<file path="config.mk">
export PLATFORM = sky130hd
export DESIGN_NAME = cmpone_control
export DESIGN_NICKNAME = d
export VERILOG_FILES = /design/src/include/cmpone_pkg.sv /design/src/verilog/cmpone_filter.sv /design/src/verilog/cmpone_control.sv
export VERILOG_INCLUDE_DIRS = /design/src /design/src/include
export SDC_FILE = /design/constraint.sdc
export NUM_CORES = 1
export LEC_CHECK = 0
export BUFFER_PORTS_ARGS = -buffer_cell sky130_fd_sc_hd__buf_2
export CAP_MARGIN = 10
export CORE_MARGIN = 2
export CORE_UTILIZATION = 40
export CTS_CLUSTER_DIAMETER = 150
export DETAILED_ROUTE_END_ITERATION = 6
export RECOVER_POWER = 100
export SETUP_SLACK_MARGIN = 0.05
export SKIP_LAST_GASP = 1
export SLEW_MARGIN = 20
export SYNTH_ARGS = -nofsm -noshare
export SYNTH_HDL_FRONTEND = slang
export SYNTH_HIERARCHICAL = 1
export SYNTH_SLANG_ARGS = --single-unit
</file>
<file path="constraint.sdc">
create_clock -name i_clock -period 3.1 [get_ports i_clock]
set_clock_uncertainty 0.05 [all_clocks]
set_input_delay 0.31 -clock i_clock [delete_from_list [all_inputs] [get_ports i_clock]]
set_output_delay 0.31 -clock i_clock [all_outputs]
set_load 0.02 [all_outputs]
</file>
<file path="src/include/cmpone_regs.svh">
// register offsets, field positions and constants of the comparator one control block
`ifndef CMPONE_REGS_SVH
`define CMPONE_REGS_SVH

`define CMPONE_CTL_OFFSET        12'h004
`define CMPONE_STATUS_OFFSET     12'h008
`define CMPONE_DELAY_OFFSET      12'h010
`define CMPONE_ADDR_BITS         12

`define CMPONE_CTL_RESET         32'h0000_0000
`define CMPONE_CTL_WMASK         32'hF3B8_3F7F
`define CMPONE_ZERO_WORD         32'h0000_0000

`define CMPONE_PRESET_BIT        31
`define CMPONE_PSEL_HI           30
`define CMPONE_PSEL_LO           28
`define CMPONE_NSEL_HI           25
`define CMPONE_NSEL_LO           24
`define CMPONE_FILTER_DISABLE_BIT         23
`define CMPONE_NFCLK_HI          21
`define CMPONE_NFCLK_LO          20
`define CMPONE_POL_BIT           19
`define CMPONE_DIE_BIT           13
`define CMPONE_DEN_BIT           12
`define CMPONE_DSRC_HI           11
`define CMPONE_DSRC_LO           10
`define CMPONE_DEDGE_HI          9
`define CMPONE_DEDGE_LO          8
`define CMPONE_BRK_BIT           6
`define CMPONE_FEDGE_HI          5
`define CMPONE_FEDGE_LO          4
`define CMPONE_HYS_HI            3
`define CMPONE_HYS_LO            2
`define CMPONE_IE_BIT            1
`define CMPONE_EN_BIT            0

`define CMPONE_ST_CFLAG_BIT      1
`define CMPONE_ST_COUT_BIT       3
`define CMPONE_ST_DFLAG_BIT      5
`define CMPONE_ST_DOUT_BIT       7

`define CMPONE_DELAY_BITS        9
`define CMPONE_DIV_BITS          4
`define CMPONE_DIV1_LAST         4'h0
`define CMPONE_DIV2_LAST         4'h1
`define CMPONE_DIV4_LAST         4'h3
`define CMPONE_DIV16_LAST        4'hF
`define CMPONE_FILTER_SAMPLES    3
`define CMPONE_PULSE_CHANNELS    3

`endif

</file>
<file path="src/include/cmpone_pkg.sv">
// types shared by the comparator one control block
package cmpone_pkg;

  typedef enum logic [1:0] {
    CMPONE_EDGE_NONE,
    CMPONE_EDGE_RISE,
    CMPONE_EDGE_FALL,
    CMPONE_EDGE_BOTH
  } cmpone_edge_type;

  typedef enum logic {
    CMPONE_DLY_IDLE,
    CMPONE_DLY_WAIT
  } cmpone_dly_state_type;

endpackage

</file>
<file path="src/verilog/cmpone_filter.sv">
// noise filter: majority-free run filter on a divided sample tick
`timescale 1ns/1ps
`include "cmpone_regs.svh"

module cmpone_filter
  import cmpone_pkg::*;
#(
  parameter int SAMPLES = `CMPONE_FILTER_SAMPLES
)
(
  input  wire logic i_clock,
  input  wire logic i_srst,
  input  wire logic i_tick,
  input  wire logic i_level,
  output logic      o_level
);

  typedef struct packed {
    logic [SAMPLES-1:0] hist;
    logic               level;
  } cmpone_filt_state_type;

  cmpone_filt_state_type st_r;
  cmpone_filt_state_type st_nxt;

  // ***********************************
  // sampling and acceptance
  // ***********************************
  always_comb
  begin
    st_nxt = st_r;
    if (i_tick)
    begin
      st_nxt.hist = {st_r.hist[SAMPLES-2:0], i_level};
    end
    if (&st_nxt.hist)
    begin
      st_nxt.level = 1'b1;
    end
    else if (~|st_nxt.hist)
    begin
      st_nxt.level = 1'b0;
    end
  end

  always_ff @(posedge i_clock)
  begin
    if (i_srst)
    begin
      st_r <= '0;
    end
    else
    begin
      st_r <= st_nxt;
    end
  end

  assign o_level = st_r.level;

endmodule

</file>
<file path="src/verilog/cmpone_control.sv">
// comparator one control: register, input steering, filter, edge flags, delayed sampling, brake route
//
// Added by the designer: the AHB-Lite register port.
`timescale 1ns/1ps
`include "cmpone_regs.svh"

// Summary of operation
// - bit 31 gives result preset value
// - bits 30:28 pick positive input
// - bits 25:24 pick negative input
// - bit 23 set bypasses noise filter
// - bits 21:20 divide filter clock 1/2/4/16
// - bit 19 inverts comparator output
// - bit 13 gates delayed sample interrupt
// - bit 12 enables delayed sample mode
// - bits 11:10 choose pulse channel source
// - bits 9:8 choose trigger edge
// - bit 6 routes brake source
// - bits 5:4 choose flag setting edges
// - bits 3:2 select hysteresis setting
// - bit 1 gates comparator interrupt
// - comparator interrupt wakes from power-down
// - output change sets flag, write one clears
// - synced output readable, zero when disabled
// - nine-bit delay count register
// - delayed output change sets flag, interrupt
module cmpone_control
  import cmpone_pkg::*;
(
  input  wire logic        i_clock,
  input  wire logic        i_srst,
  input  wire logic        i_hsel,
  input  wire logic [31:0] i_haddr,
  input  wire logic [1:0]  i_htrans,
  input  wire logic        i_hwrite,
  input  wire logic [2:0]  i_hsize,
  input  wire logic [31:0] i_hwdata,
  input  wire logic        i_hready,
  output logic             o_hreadyout,
  output logic             o_hresp,
  output logic [31:0]      o_hrdata,
  input  wire logic        i_compare_raw,
  input  wire logic [2:0]  i_pulse_channel,
  output logic             o_compare_enable,
  output logic [2:0]       o_positive_input_select,
  output logic [1:0]       o_negative_input_select,
  output logic [1:0]       o_hysteresis_select,
  output logic             o_compare_one_output,
  output logic             o_delayed_one_output,
  output logic             o_brake,
  output logic             o_compare_irq,
  output logic             o_delayed_irq,
  output logic             o_wakeup
);

  // one packed state word keeps reset and next state in one place
  typedef struct packed {
    logic [31:0]                         ctl;
    logic [`CMPONE_DELAY_BITS-1:0]       delay;
    logic                                cflag;
    logic                                dflag;
    logic [2:0]                          sync;
    logic                                level;
    logic [`CMPONE_DIV_BITS-1:0]         div_cnt;
    logic                                result;
    logic                                res_prev;
    logic                                pulse_prev;
    cmpone_dly_state_type                dstate;
    logic [`CMPONE_DELAY_BITS-1:0]       dcnt;
    logic                                dout;
    logic                                wr_pend;
    logic [`CMPONE_ADDR_BITS-1:0]        waddr;
    logic [31:0]                         rdata;
  } cmpone_state_type;

  cmpone_state_type st_r;
  cmpone_state_type st_nxt;

  logic [`CMPONE_DIV_BITS-1:0] div_last;
  logic                        tick;
  logic                        filt_level;
  logic                        acc;
  logic                        pulse_sel;
  logic                        trig;
  logic                        enable;
  logic                        den;
  logic                        cset;
  logic                        dset;
  logic                        cclr;
  logic                        dclr;
  logic [31:0]                 rd_word;
  logic [`CMPONE_ADDR_BITS-1:0] raddr;
  cmpone_edge_type             fedge;
  cmpone_edge_type             dedge;

  // ***********************************
  // noise filter
  // ***********************************
  cmpone_filter #(
    .SAMPLES (`CMPONE_FILTER_SAMPLES)
  ) u_filter (
    .i_clock (i_clock),
    .i_srst  (i_srst),
    .i_tick  (tick),
    .i_level (st_r.level),
    .o_level (filt_level)
  );

  // ***********************************
  // field decode and read mux
  // ***********************************
  always_comb
  begin
    enable = st_r.ctl[`CMPONE_EN_BIT];
    den    = st_r.ctl[`CMPONE_DEN_BIT];
    fedge  = cmpone_edge_type'(st_r.ctl[`CMPONE_FEDGE_HI:`CMPONE_FEDGE_LO]);
    dedge  = cmpone_edge_type'(st_r.ctl[`CMPONE_DEDGE_HI:`CMPONE_DEDGE_LO]);
    unique case (st_r.ctl[`CMPONE_NFCLK_HI:`CMPONE_NFCLK_LO])
      2'b00: div_last = `CMPONE_DIV1_LAST;
      2'b01: div_last = `CMPONE_DIV2_LAST;
      2'b10: div_last = `CMPONE_DIV4_LAST;
      2'b11: div_last = `CMPONE_DIV16_LAST;
    endcase
    // divider idles at zero while disabled, so sampling starts a full period after enable
    tick = enable && (st_r.div_cnt == div_last);
    acc = st_r.ctl[`CMPONE_FILTER_DISABLE_BIT] ? st_r.level : filt_level;
    unique case (st_r.ctl[`CMPONE_DSRC_HI:`CMPONE_DSRC_LO])
      2'b00:   pulse_sel = i_pulse_channel[0];
      2'b01:   pulse_sel = i_pulse_channel[1];
      2'b10:   pulse_sel = i_pulse_channel[2];
      default: pulse_sel = st_r.pulse_prev;
    endcase
    unique case (dedge)
      CMPONE_EDGE_NONE: trig = 1'b0;
      CMPONE_EDGE_RISE: trig = pulse_sel & ~st_r.pulse_prev;
      CMPONE_EDGE_FALL: trig = ~pulse_sel & st_r.pulse_prev;
      CMPONE_EDGE_BOTH: trig = pulse_sel ^ st_r.pulse_prev;
    endcase
    unique case (fedge)
      CMPONE_EDGE_NONE: cset = 1'b0;
      CMPONE_EDGE_RISE: cset = st_r.result & ~st_r.res_prev;
      CMPONE_EDGE_FALL: cset = ~st_r.result & st_r.res_prev;
      CMPONE_EDGE_BOTH: cset = st_r.result ^ st_r.res_prev;
    endcase
    cset = cset && enable;
    raddr = i_haddr[`CMPONE_ADDR_BITS-1:0];
    rd_word = `CMPONE_ZERO_WORD;
    unique case (raddr)
      `CMPONE_CTL_OFFSET:    rd_word = st_r.ctl;
      `CMPONE_STATUS_OFFSET:
      begin
        rd_word[`CMPONE_ST_CFLAG_BIT] = st_r.cflag;
        rd_word[`CMPONE_ST_COUT_BIT]  = st_r.result & enable;
        rd_word[`CMPONE_ST_DFLAG_BIT] = st_r.dflag;
        rd_word[`CMPONE_ST_DOUT_BIT]  = st_r.dout;
      end
      `CMPONE_DELAY_OFFSET:  rd_word[`CMPONE_DELAY_BITS-1:0] = st_r.delay;
      default:               rd_word = `CMPONE_ZERO_WORD;
    endcase
  end

  // ***********************************
  // next state
  // ***********************************
  always_comb
  begin
    st_nxt = st_r;
    cclr   = 1'b0;
    dclr   = 1'b0;
    dset   = 1'b0;
    // raw comparator passes three stages; only stage two feeds stage three
    st_nxt.sync = {st_r.sync[1:0], i_compare_raw};
    if (st_r.sync[1] == st_r.sync[2])
    begin
      st_nxt.level = st_r.sync[2];
    end
    st_nxt.div_cnt = (!enable || tick) ? '0 : st_r.div_cnt + 1'b1;
    if (!enable)
    begin
      st_nxt.result   = st_r.ctl[`CMPONE_PRESET_BIT];
      st_nxt.res_prev = st_r.ctl[`CMPONE_PRESET_BIT];
    end
    else
    begin
      st_nxt.result   = acc ^ st_r.ctl[`CMPONE_POL_BIT];
      st_nxt.res_prev = st_r.result;
    end
    st_nxt.pulse_prev = pulse_sel;
    if (!den)
    begin
      st_nxt.dstate = CMPONE_DLY_IDLE;
      st_nxt.dout   = 1'b0;
    end
    else
    begin
      unique case (st_r.dstate)
        CMPONE_DLY_IDLE:
        begin
          if (trig)
          begin
            st_nxt.dstate = CMPONE_DLY_WAIT;
            st_nxt.dcnt   = st_r.delay;
          end
        end
        CMPONE_DLY_WAIT:
        begin
          if (st_r.dcnt == '0)
          begin
            st_nxt.dstate = CMPONE_DLY_IDLE;
            st_nxt.dout   = st_r.result;
          end
          else
          begin
            st_nxt.dcnt = st_r.dcnt - 1'b1;
          end
        end
      endcase
    end
    // clearing the mode drops dout without a flag; only captures count as changes
    // delayed output change flag
    dset = (st_nxt.dout != st_r.dout) && den;
    // bus data phase of a write; always ready, one wait-free cycle
    if (st_r.wr_pend)
    begin
      unique case (st_r.waddr)
        `CMPONE_CTL_OFFSET:    st_nxt.ctl = i_hwdata & `CMPONE_CTL_WMASK;
        `CMPONE_STATUS_OFFSET:
        begin
          cclr = i_hwdata[`CMPONE_ST_CFLAG_BIT];
          dclr = i_hwdata[`CMPONE_ST_DFLAG_BIT];
        end
        `CMPONE_DELAY_OFFSET:  st_nxt.delay = i_hwdata[`CMPONE_DELAY_BITS-1:0];
        default:               st_nxt.ctl = st_r.ctl;
      endcase
    end
    st_nxt.cflag = cset | (st_r.cflag & ~cclr);
    st_nxt.dflag = dset | (st_r.dflag & ~dclr);
    // capturing the read word here keeps hrdata registered with no wait state
    // address phase: write pends, read word captured now
    st_nxt.wr_pend = 1'b0;
    if (i_hsel && i_hready && i_htrans[1])
    begin
      st_nxt.wr_pend = i_hwrite;
      st_nxt.waddr   = raddr;
      if (!i_hwrite)
      begin
        st_nxt.rdata = rd_word;
      end
    end
  end

  always_ff @(posedge i_clock)
  begin
    if (i_srst)
    begin
      st_r       <= '0;
      st_r.ctl   <= `CMPONE_CTL_RESET;
    end
    else
    begin
      st_r <= st_nxt;
    end
  end

  // ***********************************
  // outputs
  // ***********************************
  assign o_hreadyout             = 1'b1;
  assign o_hresp                 = 1'b0;
  assign o_hrdata                = st_r.rdata;
  assign o_compare_enable        = st_r.ctl[`CMPONE_EN_BIT];
  assign o_positive_input_select = st_r.ctl[`CMPONE_PSEL_HI:`CMPONE_PSEL_LO];
  assign o_negative_input_select = st_r.ctl[`CMPONE_NSEL_HI:`CMPONE_NSEL_LO];
  assign o_hysteresis_select     = st_r.ctl[`CMPONE_HYS_HI:`CMPONE_HYS_LO];
  assign o_compare_one_output    = st_r.result & st_r.ctl[`CMPONE_EN_BIT];
  assign o_delayed_one_output    = st_r.dout;
  // brake keeps its route while disabled, so with bit 6 clear the preset value reaches the brake input
  // brake route select
  assign o_brake                 = st_r.ctl[`CMPONE_BRK_BIT] ? st_r.dout : st_r.result;
  assign o_compare_irq           = st_r.cflag & st_r.ctl[`CMPONE_IE_BIT];
  assign o_delayed_irq           = st_r.dflag & st_r.ctl[`CMPONE_DIE_BIT];
  // level wake request, no clock needed downstream
  assign o_wakeup                = st_r.cflag & st_r.ctl[`CMPONE_IE_BIT];

endmodule

</file>
# Word-level counts from Yosys, hierarchy flattened
# Cells that the tools add are included.
totals:
  register_bits: 105
  latch_bits: 0
  mem_bits_rw: 0
  rom_bits: 0
  in_bits: 78
  out_inout_bits: 48
  elab_cells: 119
  memories: 0
op_classes:
  add_sub_neg: 2
  mul: 0
  n_div: 0
  order_cmp: 0
  n_eq_ne: 23
  n_shift: 0
  mux: 31
  n_bitwise: 24
  reduce_logical: 21
op_table:
  columns: ["operator", "count"]
  rows:
  - ["$eq A12 B3 Y1 const B", 2]
  - ["$eq A12 B4 Y1 const B", 2]
  - ["$eq A12 B5 Y1 const B", 2]
  - ["$mux W23", 1]
  - ["$pmux W10 S2", 1]
  - ["$pmux W4 S4", 1]
  - ["$eq A2 B2 Y1 const B", 7]
  - ["$mux W1", 12]
  - ["$pmux W1 S2", 6]
  - ["$pmux W1 S3", 4]
  - ["$mux W10", 1]
  - ["$not A1 Y1", 10]
  - ["$and A1 B1 Y1", 9]
  - ["$logic_not A9 Y1", 1]
  - ["$mux W9", 1]
  - ["$sub A9 B1 Y9 const B", 1]
  - ["$eq A2 B1 Y1 const B", 4]
  - ["$logic_not A2 Y1", 4]
  - ["$pmux W1 S4", 2]
  - ["$reduce_and A2 Y1", 3]
  - ["$reduce_and A3 Y1", 2]
  - ["$reduce_or A2 Y1", 3]
  - ["$logic_and A1 B1 Y1", 5]
  - ["$add A4 B1 Y4 const B", 1]
  - ["12 further kinds", 16]

# Logic depth before layout (Yosys ltp)
# Gate-level depths: netlist of run 1.
depth:
  word_depth: 8
  ltp_mapped: 8
  mapped_depth_nobuf: 8

# Modules after synthesis
# Netlist of run 1, hierarchy kept.
by_module_without_submodules:
  columns: ["mod", "n_inst", "cells_each", "area_each_um2"]
  rows:
  - ["cmpone_control", 1, 494, 4352.9]
  - ["cmpone_filter", 1, 15, 156.4]

# Worst setup path after synthesis of run 1
# OpenSTA, ideal clock, no wires.
synth_path:
  path_type: "register -> register"
  start: "register st_r[88] (netlist name)"
  end: "register st_r[52] (netlist name)"
  setup_ns: 0.132
  t_arrival_ns: 2.121
  required_time_ns: 2.918
  path_slack_ns: 0.796
  path_stages_with_launch: 9
  path_buffers: 1
  period_less_slack_ns: 2.304
  cell_sequence: "dfxtp_1 > mux4_2 > ha_1 > nor2b_1 > o21ai_0 > a311o_2 > buf_4 > o21ai_0 > a21oi_1"
synth_between:
  elab_chain_len: 7
  elab_cells_between_ends: 11
synth_lines:
  columns: ["element", "line_no", "source"]
  rows:
  - ["start, declared", "cmpone_control.sv:76", "cmpone_state_type st_r;"]
  - ["start signal, assigned", "cmpone_control.sv:261", "st_r <= st_nxt;"]
  - ["$eq A2 B2 Y1, or another cell as far along", "cmpone_control.sv:127", "unique case (st_r.ctl[`CMPONE_DSRC_HI:`CMPONE_DSRC_LO])"]
  - ["$pmux W1 S3 (*)", "cmpone_control.sv:127", null]
  - ["net pulse_sel", "cmpone_control.sv:83", "logic pulse_sel;"]
  - ["$not A1 Y1", "cmpone_control.sv:136", "CMPONE_EDGE_FALL: trig = ~pulse_sel & st_r.pulse_prev;"]
  - ["$and A1 B1 Y1", "cmpone_control.sv:136", null]
  - ["$pmux W1 S4 (*)", "cmpone_control.sv:133", "unique case (dedge)"]
  - ["$ne A2 B2 Y1 (no line) (*)", null, null]
  - ["$reduce_and A3 Y1 (no line) (*)", null, null]
# The timed path passes the listed nets; every way through them passes the cells marked *.
# A chain may end at the register's enable or synchronous reset.

# Worst setup path after layout of run 1
# Same ends and word-level chain as after synthesis.

==> results of run 1 <==
[kinds of logic (layout without fill, tap and decap cells)]
family          Yosys count  count (layout)  synth area share [%]
mux                      37              37                 8.491
fa+ha+maj                 7               7                 1.942
buf+inv                  81             121                 11.71
other cells               2              10                0.1665
simple gates            188             188                 20.45
flops                    97              97                 43.06
xor+xnor                  4               4                0.7771
compound gates           93              93                 13.40
[synthesized netlist by cell type, types with 8 or more instances]
| library cell | number | area (um2) |
|---|---|---|
| inv_1 | 15 | 56.30 |
| a21oi_1 | 36 | 180.2 |
| o21ai_0 | 16 | 80.08 |
| nor2_1 | 74 | 277.8 |
| buf_4 | 43 | 322.8 |
| a22oi_1 | 20 | 150.1 |
| mux2i_1 | 36 | 360.4 |
| dfxtp_1 | 97 | 1942 |
| nor2b_1 | 11 | 68.82 |
| nor3_1 | 14 | 70.07 |
| nand2_1 | 41 | 153.9 |
| nor4_1 | 8 | 50.05 |
| clkbuf_1 | 14 | 52.55 |
[power by group through the flow]
stage,Clock (mW),Sequential [mW],Combinational (mW)
2_1_floorplan,0,1.29,0.0800
3_3_place_gp,0,1.29,0.114
3_5_place_dp,0,1.29,0.115
4_1_cts,1.18,1.26,0.116
5_1_grt,1.22,1.26,0.125
6_report,1.15,1.26,0.112
[per-layer routing]
metal / up-vias / wire [um]
li1: 1806 / -
met1: 1689 / 4970
met2: 95 / 4611
met3: 10 / 494
met4: 0 / 165
met5: - / 0
[sequential cells by signal, indices dropped and copies added, names as in the netlist]
register and flops:
den 1, o_compare_enable 1, o_delayed_one_output 1, st_nxt 2
fedge 2, o_negative_input_select 2, u_filter/st_r 3, o_positive_input_select 3
u_filter/o_level 1, o_hrdata 24, o_hysteresis_select 2, st_r 53
dedge 2
[worst max path at each step]
stage                     to  cells past startpoint  slack, ps     start
CTS                 st_r[51]                      7        590  st_r[88]
global route        st_r[48]                      7        320  st_r[88]
finish              st_r[52]                      7        440  st_r[88]
floorplan           st_r[52]                      8        800  st_r[88]
global placement    st_r[52]                      7        640  st_r[88]
detailed placement  st_r[51]                      7        610  st_r[88]
[cell type report]
| cell class | instances | area [um2] |
|---|---|---|
| fillers | 1107 | 5986 |
| multi-input cells | 339 | 2063 |
| flip-flops and latches | 97 | 1942 |
| repair buffers | 89 | 395.4 |
| clock buffers | 11 | 252.7 |
| well taps | 140 | 175.2 |
| clock inverters | 5 | 61.31 |
| inverters | 16 | 60.06 |
[through the flow]
step / util, % / hold slack (ps) / setup WS (ps) / cells
global route: 45.26 / 136.2 / 322.0 / 697
detailed placement: 43.16 / 375.6 / 612.5 / 681
global placement: 43.10 / 366.0 / 642.6 / 681
CTS: 46.03 / 119.8 / 588.1 / 697
floorplan: - / 332.4 / 796.3 / 517
finish: 45.26 / 127.4 / 443.9 / 697
==> results.yml, run 1 <==
grt:
  grtUsageMet3_pct: 3.939
  grt_start_max_net_pins: 35
  grt_usage_pct: 17.33
  use_met1_pct: 23.10
  antenna_found_initial: 0
  top_usage_layer: "met2"
  grt_pass1_vias: 3328
  grt_pass1_wl_um: 16200
  overflow: 0
  use_met2_pct: 27.48
worst_setup_path:
  path_cells: "mux4_2 -> ha_1 -> nor2b_1 -> o21ai_0 -> a311o_1 -> or2_0 -> a21oi_1"
  critPathBufInv: 0
  critPathRequiredTime_ps: 3210
  reg2reg_depth: 7
  critPathMaxFanout: 13
  cp_top_family: "compound AO/OA/AOI/OAI gates"
  critPathMaxStageDelay_ps: 580
  critical_path.slowest_cell: "a311o_1"
  reg2reg_from: "st_r[88]"
  rr_endpoint: "st_r[52]"
  arrival_ps: 2760
  path_class: "reg2reg"
  reg2reg_slack_ps: 440
  end_kind: "flip-flop"
  cp-start-kind: "flip-flop"
clock_network:
  htree_levels: 3
  numCtsBuffers: 9
  cts_tree: "yes"
  path_clk_slew_ps: 70
  cts.sinks: 97
  clock_path_buffers: 2
  cts_setup_buffers: 0
  clk_latency_ps: 340
  ctsHoldBuffers: 0
  post_cts_resized: 0
  cts-root-buf: "clkbuf_16"
sta:
  rsz0062_at_grt: "no"
  worst_pin_slew_ps: 1487
  max_freq_mhz: 376.5
  period_share_pct: 85.68
  slew_viol_final: 0
  slew_headroom_pct: 0.8435
  setup_viol_count_final: 0
  hold_viol: 0
  layout_min_cycle_time_ps: 2656
  fin_tns_setup_ps: 0
synth:
  synth-edff-count: 0
  ys_ff_latch: 97
  syn-instance-count: 509
  synth_warnings: 6
  ys_async_sr_fraction_pct: 0
  yosys.cell_types.count: 54
  seq_area_frac_synth_pct: 43.06
  dominantRegCellSynth: "dfxtp_1"
  synth_area_per_cell_um2: 8.859
  synth_area_mm2: 0.004509
final_layout:
  drive_gt1_share_pct: 12.75
  final_net_count: 637
  final_common_cell: "dfxtp_1"
  post-route-cell-area_mm2: 0.004950
  syn_to_final_growth_pct: 9.767
  layout_common_cells: "97 x dfxtp_1, 74 x nor2_1, 45 x buf_2, 42 x clkbuf_1, 41 x nand2_1"
  antenna_cells: 0
die:
  initial_core_util_pct: 41.24
  dieArea_mm2: 0.01214
  num_io_pins: 126
  die_h_um: 110.2
  core_area_mm2: 0.01094
  rows: 38
  die_w_um: 110.2
detailed_routing:
  dr.pass1.iters: 5
  ant_nets: 0
  via_count: 3600
  drc_errors: 0
  wl_um: 10240
  first_iter_violations: 209
  wire_per_inst_um: 14.69
  via_per_inst: 5.165
pwr:
  p_clk_share_pct: 45.7
  p_total_mw: 2.528
  vdd_drop_max_mv: 0.2054
  power_frac_seq_pct: 49.9
  p_comb_share_pct: 4.4
  cellPowerDensity_mw_per_mm2: 510.8
  switching_share_pct: 22.18
  power.internal_mw: 1.968
  power_leakage_nw: 1.786
  p_sw_mw: 0.5608
hold_path:
  whs_endpoint: "st_nxt[65]"
  min_from: "i_compare_raw"
  hold_path.class: "in2reg"
  hold_depth: 2
placed_design:
  dp_hpwl_um: 7327
  io_buffers: 83
  gp_congestion: 0.8533
  place_area_mm2: 0.004720
status:
  outcome: "finished, violations left"
  failed_checks: "max-capacitance violations"
job:
  maxCapViolCount: 1
Power figures use the tool's default switching activity.
==> run 2, diff against run 1 <==
--- a/config.mk
+++ b/config.mk
@@ -8,6 +8,7 @@
 export LEC_CHECK = 0
 export BUFFER_PORTS_ARGS = -buffer_cell sky130_fd_sc_hd__buf_2
 export CAP_MARGIN = 10
+export CORE_ASPECT_RATIO = 1.75
 export CORE_MARGIN = 2
 export CORE_UTILIZATION = 40
 export CTS_CLUSTER_DIAMETER = 150
==> run 2 against run 1 <==
The flow finishes with violations (max-capacitance violations, max-slew violations). Sequential share of layout area grew 0.18 points. Worst setup slack gained 68 ps. Combinational power is essentially flat. Highest routed layer unchanged.
==> results.yml, run 2 (synthesis results as in run 1) <==
sta:
  slew_headroom_pct: -25.18
  setup_viol_count_final: 0
  fin_tns_setup_ps: 0
  slew_viol_final: 96
  worst_pin_slew_ps: 1878
  period_share_pct: 83.49
  setup_ws_ps: 511.9
  rsz0062_at_grt: "no"
  max_freq_mhz: 386.4
  layout_min_cycle_time_ps: 2588
  hold_viol: 0
worst_setup_path:
  critPathLaunch: "st_r[88]"
  critPathRequiredTime_ps: 3190
  cp-start-kind: "flip-flop"
  reg2reg_slack_ps: 510
  rr_endpoint: "st_r[54]"
  reg2reg_from: "st_r[88]"
  critPathMaxFanout: 13
  path_class: "reg2reg"
  reg2reg_depth: 7
  arrival_ps: 2680
  end_kind: "flip-flop"
  crit_end: "st_r[54]"
clock_network:
  clk_latency_ps: 350
  clock_path_buffers: 2
  cts_tree: "yes"
  ctsHoldBuffers: 0
  post_cts_resized: 0
  cts_setup_buffers: 0
  cts-root-buf: "clkbuf_16"
  numCtsBuffers: 9
  htree_levels: 3
  path_clk_slew_ps: 70
  cts.sinks: 97
job:
  maxCapViolCount: 1
final_layout:
  layout_common_cells: "97 x dfxtp_1, 74 x nor2_1, 45 x buf_2, 41 x nand2_1, 38 x clkbuf_1"
  antenna_cells: 0
  final_common_cell: "dfxtp_1"
  final_net_count: 636
  drive_gt1_share_pct: 13.49
  n_fill_cell: 1134
  final_cells: 688
  syn_to_final_growth_pct: 9.268
  largest_register_ffs: 53
  post-route-cell-area_mm2: 0.004927
  top_register: "st_r"
placed_design:
  place_area_mm2: 0.004708
  io_buffers: 83
  gp_congestion: 0.9162
  place_inst: 672
  place_ws_ps: 588.8
  dp_hpwl_um: 7522
hold_path:
  min_from: "i_compare_raw"
  hold_path.class: "in2reg"
detailed_routing:
  via_per_inst: 5.222
  ant_nets: 0
  wire_per_inst_um: 15.21
  dr.pass1.iters: 5
  via_count: 3593
  drc_errors: 0
  first_iter_violations: 195
  wl_um: 10470
pwr:
  cellPowerDensity_mw_per_mm2: 503.9
  power_leakage_nw: 1.785
  vdd_drop_max_mv: 0.2396
die:
  num_io_pins: 126
  dieArea_mm2: 0.01217
  die_w_um: 84.26
  die_h_um: 144.5
  core_area_mm2: 0.01104
  rows: 51
  initial_core_util_pct: 40.85
grt:
  antenna_found_initial: 0
  grt_pass1_vias: 3568
  overflow: 0
  grt_usage_pct: 17.64
  grt_start_max_net_pins: 96
  grt_pass1_wl_um: 17060
status:
  outcome: "finished, violations left"
  failed_checks: "max-capacitance violations, max-slew violations"
## run 2: changes by cell type in the layout (fill, tap and decap cells not counted), sizes merged
cell | previous run | this run
clkinvlp | 3 | 1
clkinv | 1 | 5
buf | 46 | 48
clkbuf | 54 | 49
## run 2: area by class of cell
class	instances	area, um2	share of cell area, %
Sequential cell	97	1942	39.41
Clock inverter	7	70.07	1.422
Tap cell	132	165.2	3.352
Timing Repair Buffer	88	400.4	8.126
Clock buffer	9	225.2	4.571
Inverter	16	60.06	1.219
Multi-Input combinational cell	339	2064	41.90
## run 2: how the worst min path moves through the flow
stage,cells after the start,to
2_1_floorplan,1,u_filter/st_r[1]
3_3_place_gp,2,st_r[63]
3_5_place_dp,2,o_hrdata[5]
4_1_cts,2,st_nxt[65]
5_1_grt,2,st_nxt[65]
6_report,2,st_nxt[65]
## run 2: metal layers
metal	track usage [%]	wire [um]
met1	18.83	3986
met2	33.12	5801
met3	3.482	474
met4	7.810	204
met5	0	0
## run 2: power breakdown
part	switching [mW]	leakage [nW]	internal [mW]	total (mW)
combinational	0.0706	0.857	0.0397	0.110
sequential	0.00754	0.783	1.26	1.26
clock	0.484	0.146	0.625	1.11
## run 2: worst max-delay path, stage by stage (launching register included)
cell	delay, ps
dfxtp_1	370
mux4_2	530
ha_1	290
nor2b_1	40
o21ai_0	320
a311o_1	550
or2_0	180
a21oi_1	60
## run 2: metrics by stage
stage	total power [mW]	hold slack, ps	util (%)
detailed placement	1.406	394.9	42.65
finish	2.483	120.8	44.63
global route	2.573	126.7	44.63
CTS	2.513	109.6	45.32
floorplan	1.369	332.4	-
global placement	1.404	390.4	42.65
==> run 3, diff against run 2 <==
==> constraint.sdc (replaced) <==
create_clock -name i_clock -period 2.5 [get_ports i_clock]
set_clock_uncertainty 0.05 [all_clocks]
set_input_delay 0.25 -clock i_clock [delete_from_list [all_inputs] [get_ports i_clock]]
set_output_delay 0.25 -clock i_clock [all_outputs]
set_load 0.02 [all_outputs]
==> run 3 against run 2 <==
The run now ends clean. Cell count grew 1.2%. Power grew 26%. Global-route usage is essentially flat. Critical endpoint is now st_r[52]. Clock power grew 27%. Count of clock-buffer cells in the layout grew 5. Via count grew 3.8%. Hold slack lost 62 ps. Combinational power grew 30%.
==> results.yml, run 3 (synthesis results as in run 1) <==
hold_path:
  hold_path.class: "in2reg"
sta:
  hold_viol: 0
  setup_ws_ps: 162.4
  slew_viol_final: 0
  worst_pin_slew_ps: 1006
  layout_min_cycle_time_ps: 2338
  fin_tns_setup_ps: 0
  rsz0062_at_grt: "yes"
  max_freq_mhz: 427.8
  period_share_pct: 93.51
  setup_viol_count_final: 0
  slew_headroom_pct: 32.90
  hold_ws_ps: 59.03
final_layout:
  n_fill_cell: 1142
  final_common_cell: "dfxtp_1"
  final_cells: 696
  largest_register_ffs: 53
  drive_gt1_share_pct: 12.77
  top_register: "st_r"
  syn_to_final_growth_pct: 10.65
  layout_common_cells: "97 x dfxtp_1, 75 x nor2_1, 46 x clkbuf_1, 43 x buf_2, 41 x nand2_1"
  final_net_count: 644
  antenna_cells: 0
pwr:
  cellPowerDensity_mw_per_mm2: 624.8
  p_total_mw: 3.118
  p_clk_share_pct: 45.2
  power_frac_seq_pct: 50.2
  vdd_drop_max_mv: 0.3688
  power_leakage_nw: 1.813
  p_sw_mw: 0.6508
  power.internal_mw: 2.467
  p_comb_share_pct: 4.6
  switching_share_pct: 20.87
placed_design:
  dp_hpwl_um: 7870
  place_inst: 679
  place_ws_ps: 59.69
  gp_congestion: 0.8936
  io_buffers: 83
clock_network:
  htree_levels: 3
  cts.sinks: 97
  cts_setup_buffers: 0
  numCtsBuffers: 9
  clock_path_buffers: 2
  ctsHoldBuffers: 0
  cts_tree: "yes"
  clk_latency_ps: 340
  post_cts_resized: 0
  path_clk_slew_ps: 60
  cts-root-buf: "clkbuf_16"
grt:
  use_met2_pct: 33.83
  grt_start_max_net_pins: 66
  grt_usage_pct: 17.60
  top_usage_layer: "met2"
  grt_pass1_wl_um: 16870
  overflow: 0
  grtUsageMet3_pct: 2.911
  use_met1_pct: 17.26
  antenna_found_initial: 0
  grt_pass1_vias: 3665
worst_setup_path:
  critPathRequiredTime_ps: 2720
  critical_path.slowest_cell: "mux4_2"
  critPathMaxFanout: 7
  critPathBufInv: 1
  cp_top_family: "compound AO/OA/AOI/OAI gates"
  cp-start-kind: "flip-flop"
  critPathMaxStageDelay_ps: 530
  arrival_ps: 2560
  end_kind: "flip-flop"
  path_class: "reg2reg"
  path_cells: "mux4_2 -> inv_1 -> ha_1 -> nand3b_1 -> a311o_1 -> or2_0 -> a21oi_1"
detailed_routing:
  via_count: 3729
  dr.pass1.iters: 6
  first_iter_violations: 177
  drc_errors: 0
  via_per_inst: 5.358
  wire_per_inst_um: 15.64
  ant_nets: 0
  wl_um: 10880
die:
  die_w_um: 84.26
  core_area_mm2: 0.01104
  rows: 51
  initial_core_util_pct: 40.85
  dieArea_mm2: 0.01217
  die_h_um: 144.5
  num_io_pins: 126
status:
  outcome: "finished, final reports clean"
job:
  maxCapViolCount: 0
run 3: changes by cell type in the layout (fill, tap and decap cells not counted), sizes merged:
cell	previous run	this run
clkbuf	49	59
clkinv	5	2
buf	48	50
a311o	1	2
clkinvlp	1	0
inv	16	15
run 3: path summary, 6_finish.rpt:
path / start / to / slack, ps / depth (start not counted)
setup reg to reg: st_r[88] / st_r[52] / 160 / 7
hold reg to reg: st_nxt[65] / st_nxt[66] / 390 / 1
hold / removal: i_compare_raw / st_nxt[65] / 60 / 2
setup / recovery: st_r[88] / st_r[52] / 160 / 7
run 3: final cells by class:
class / instances / area (um2) / share of cell area, %
repair buffers: 95 / 450.4 / 9.027
multi-input cells: 340 / 2063 / 41.35
flip-flops and latches: 97 / 1942 / 38.92
inverters: 16 / 60.06 / 1.204
clock buffers: 14 / 274.0 / 5.491
clock inverters: 2 / 35.03 / 0.7021
well taps: 132 / 165.2 / 3.310
run 3: per-layer routing:
metal / share of wire (%) / vias to the layer above
li1: - / 1820
met1: 37 / 1767
met2: 54 / 112
met3: 4.7 / 30
met4: 4.5 / 0
met5: 0 / -
run 3: per-stage QoR:
step / utilization, % / cell area, um2
3_5_place_dp: 43.24 / 4773
2_1_floorplan: - / 4539
4_1_cts: 46.04 / 5082
5_1_grt: 45.20 / 4990
6_report: 45.20 / 4990
3_3_place_gp: 43.24 / 4773
run 3: power groups by stage:
stage | registers, mW | logic (mW) | clock network (mW)
2_1_floorplan | 1.60 | 0.0993 | 0
3_3_place_gp | 1.60 | 0.144 | 0
3_5_place_dp | 1.60 | 0.147 | 0
4_1_cts | 1.57 | 0.147 | 1.45
5_1_grt | 1.57 | 0.160 | 1.51
6_report | 1.57 | 0.143 | 1.41
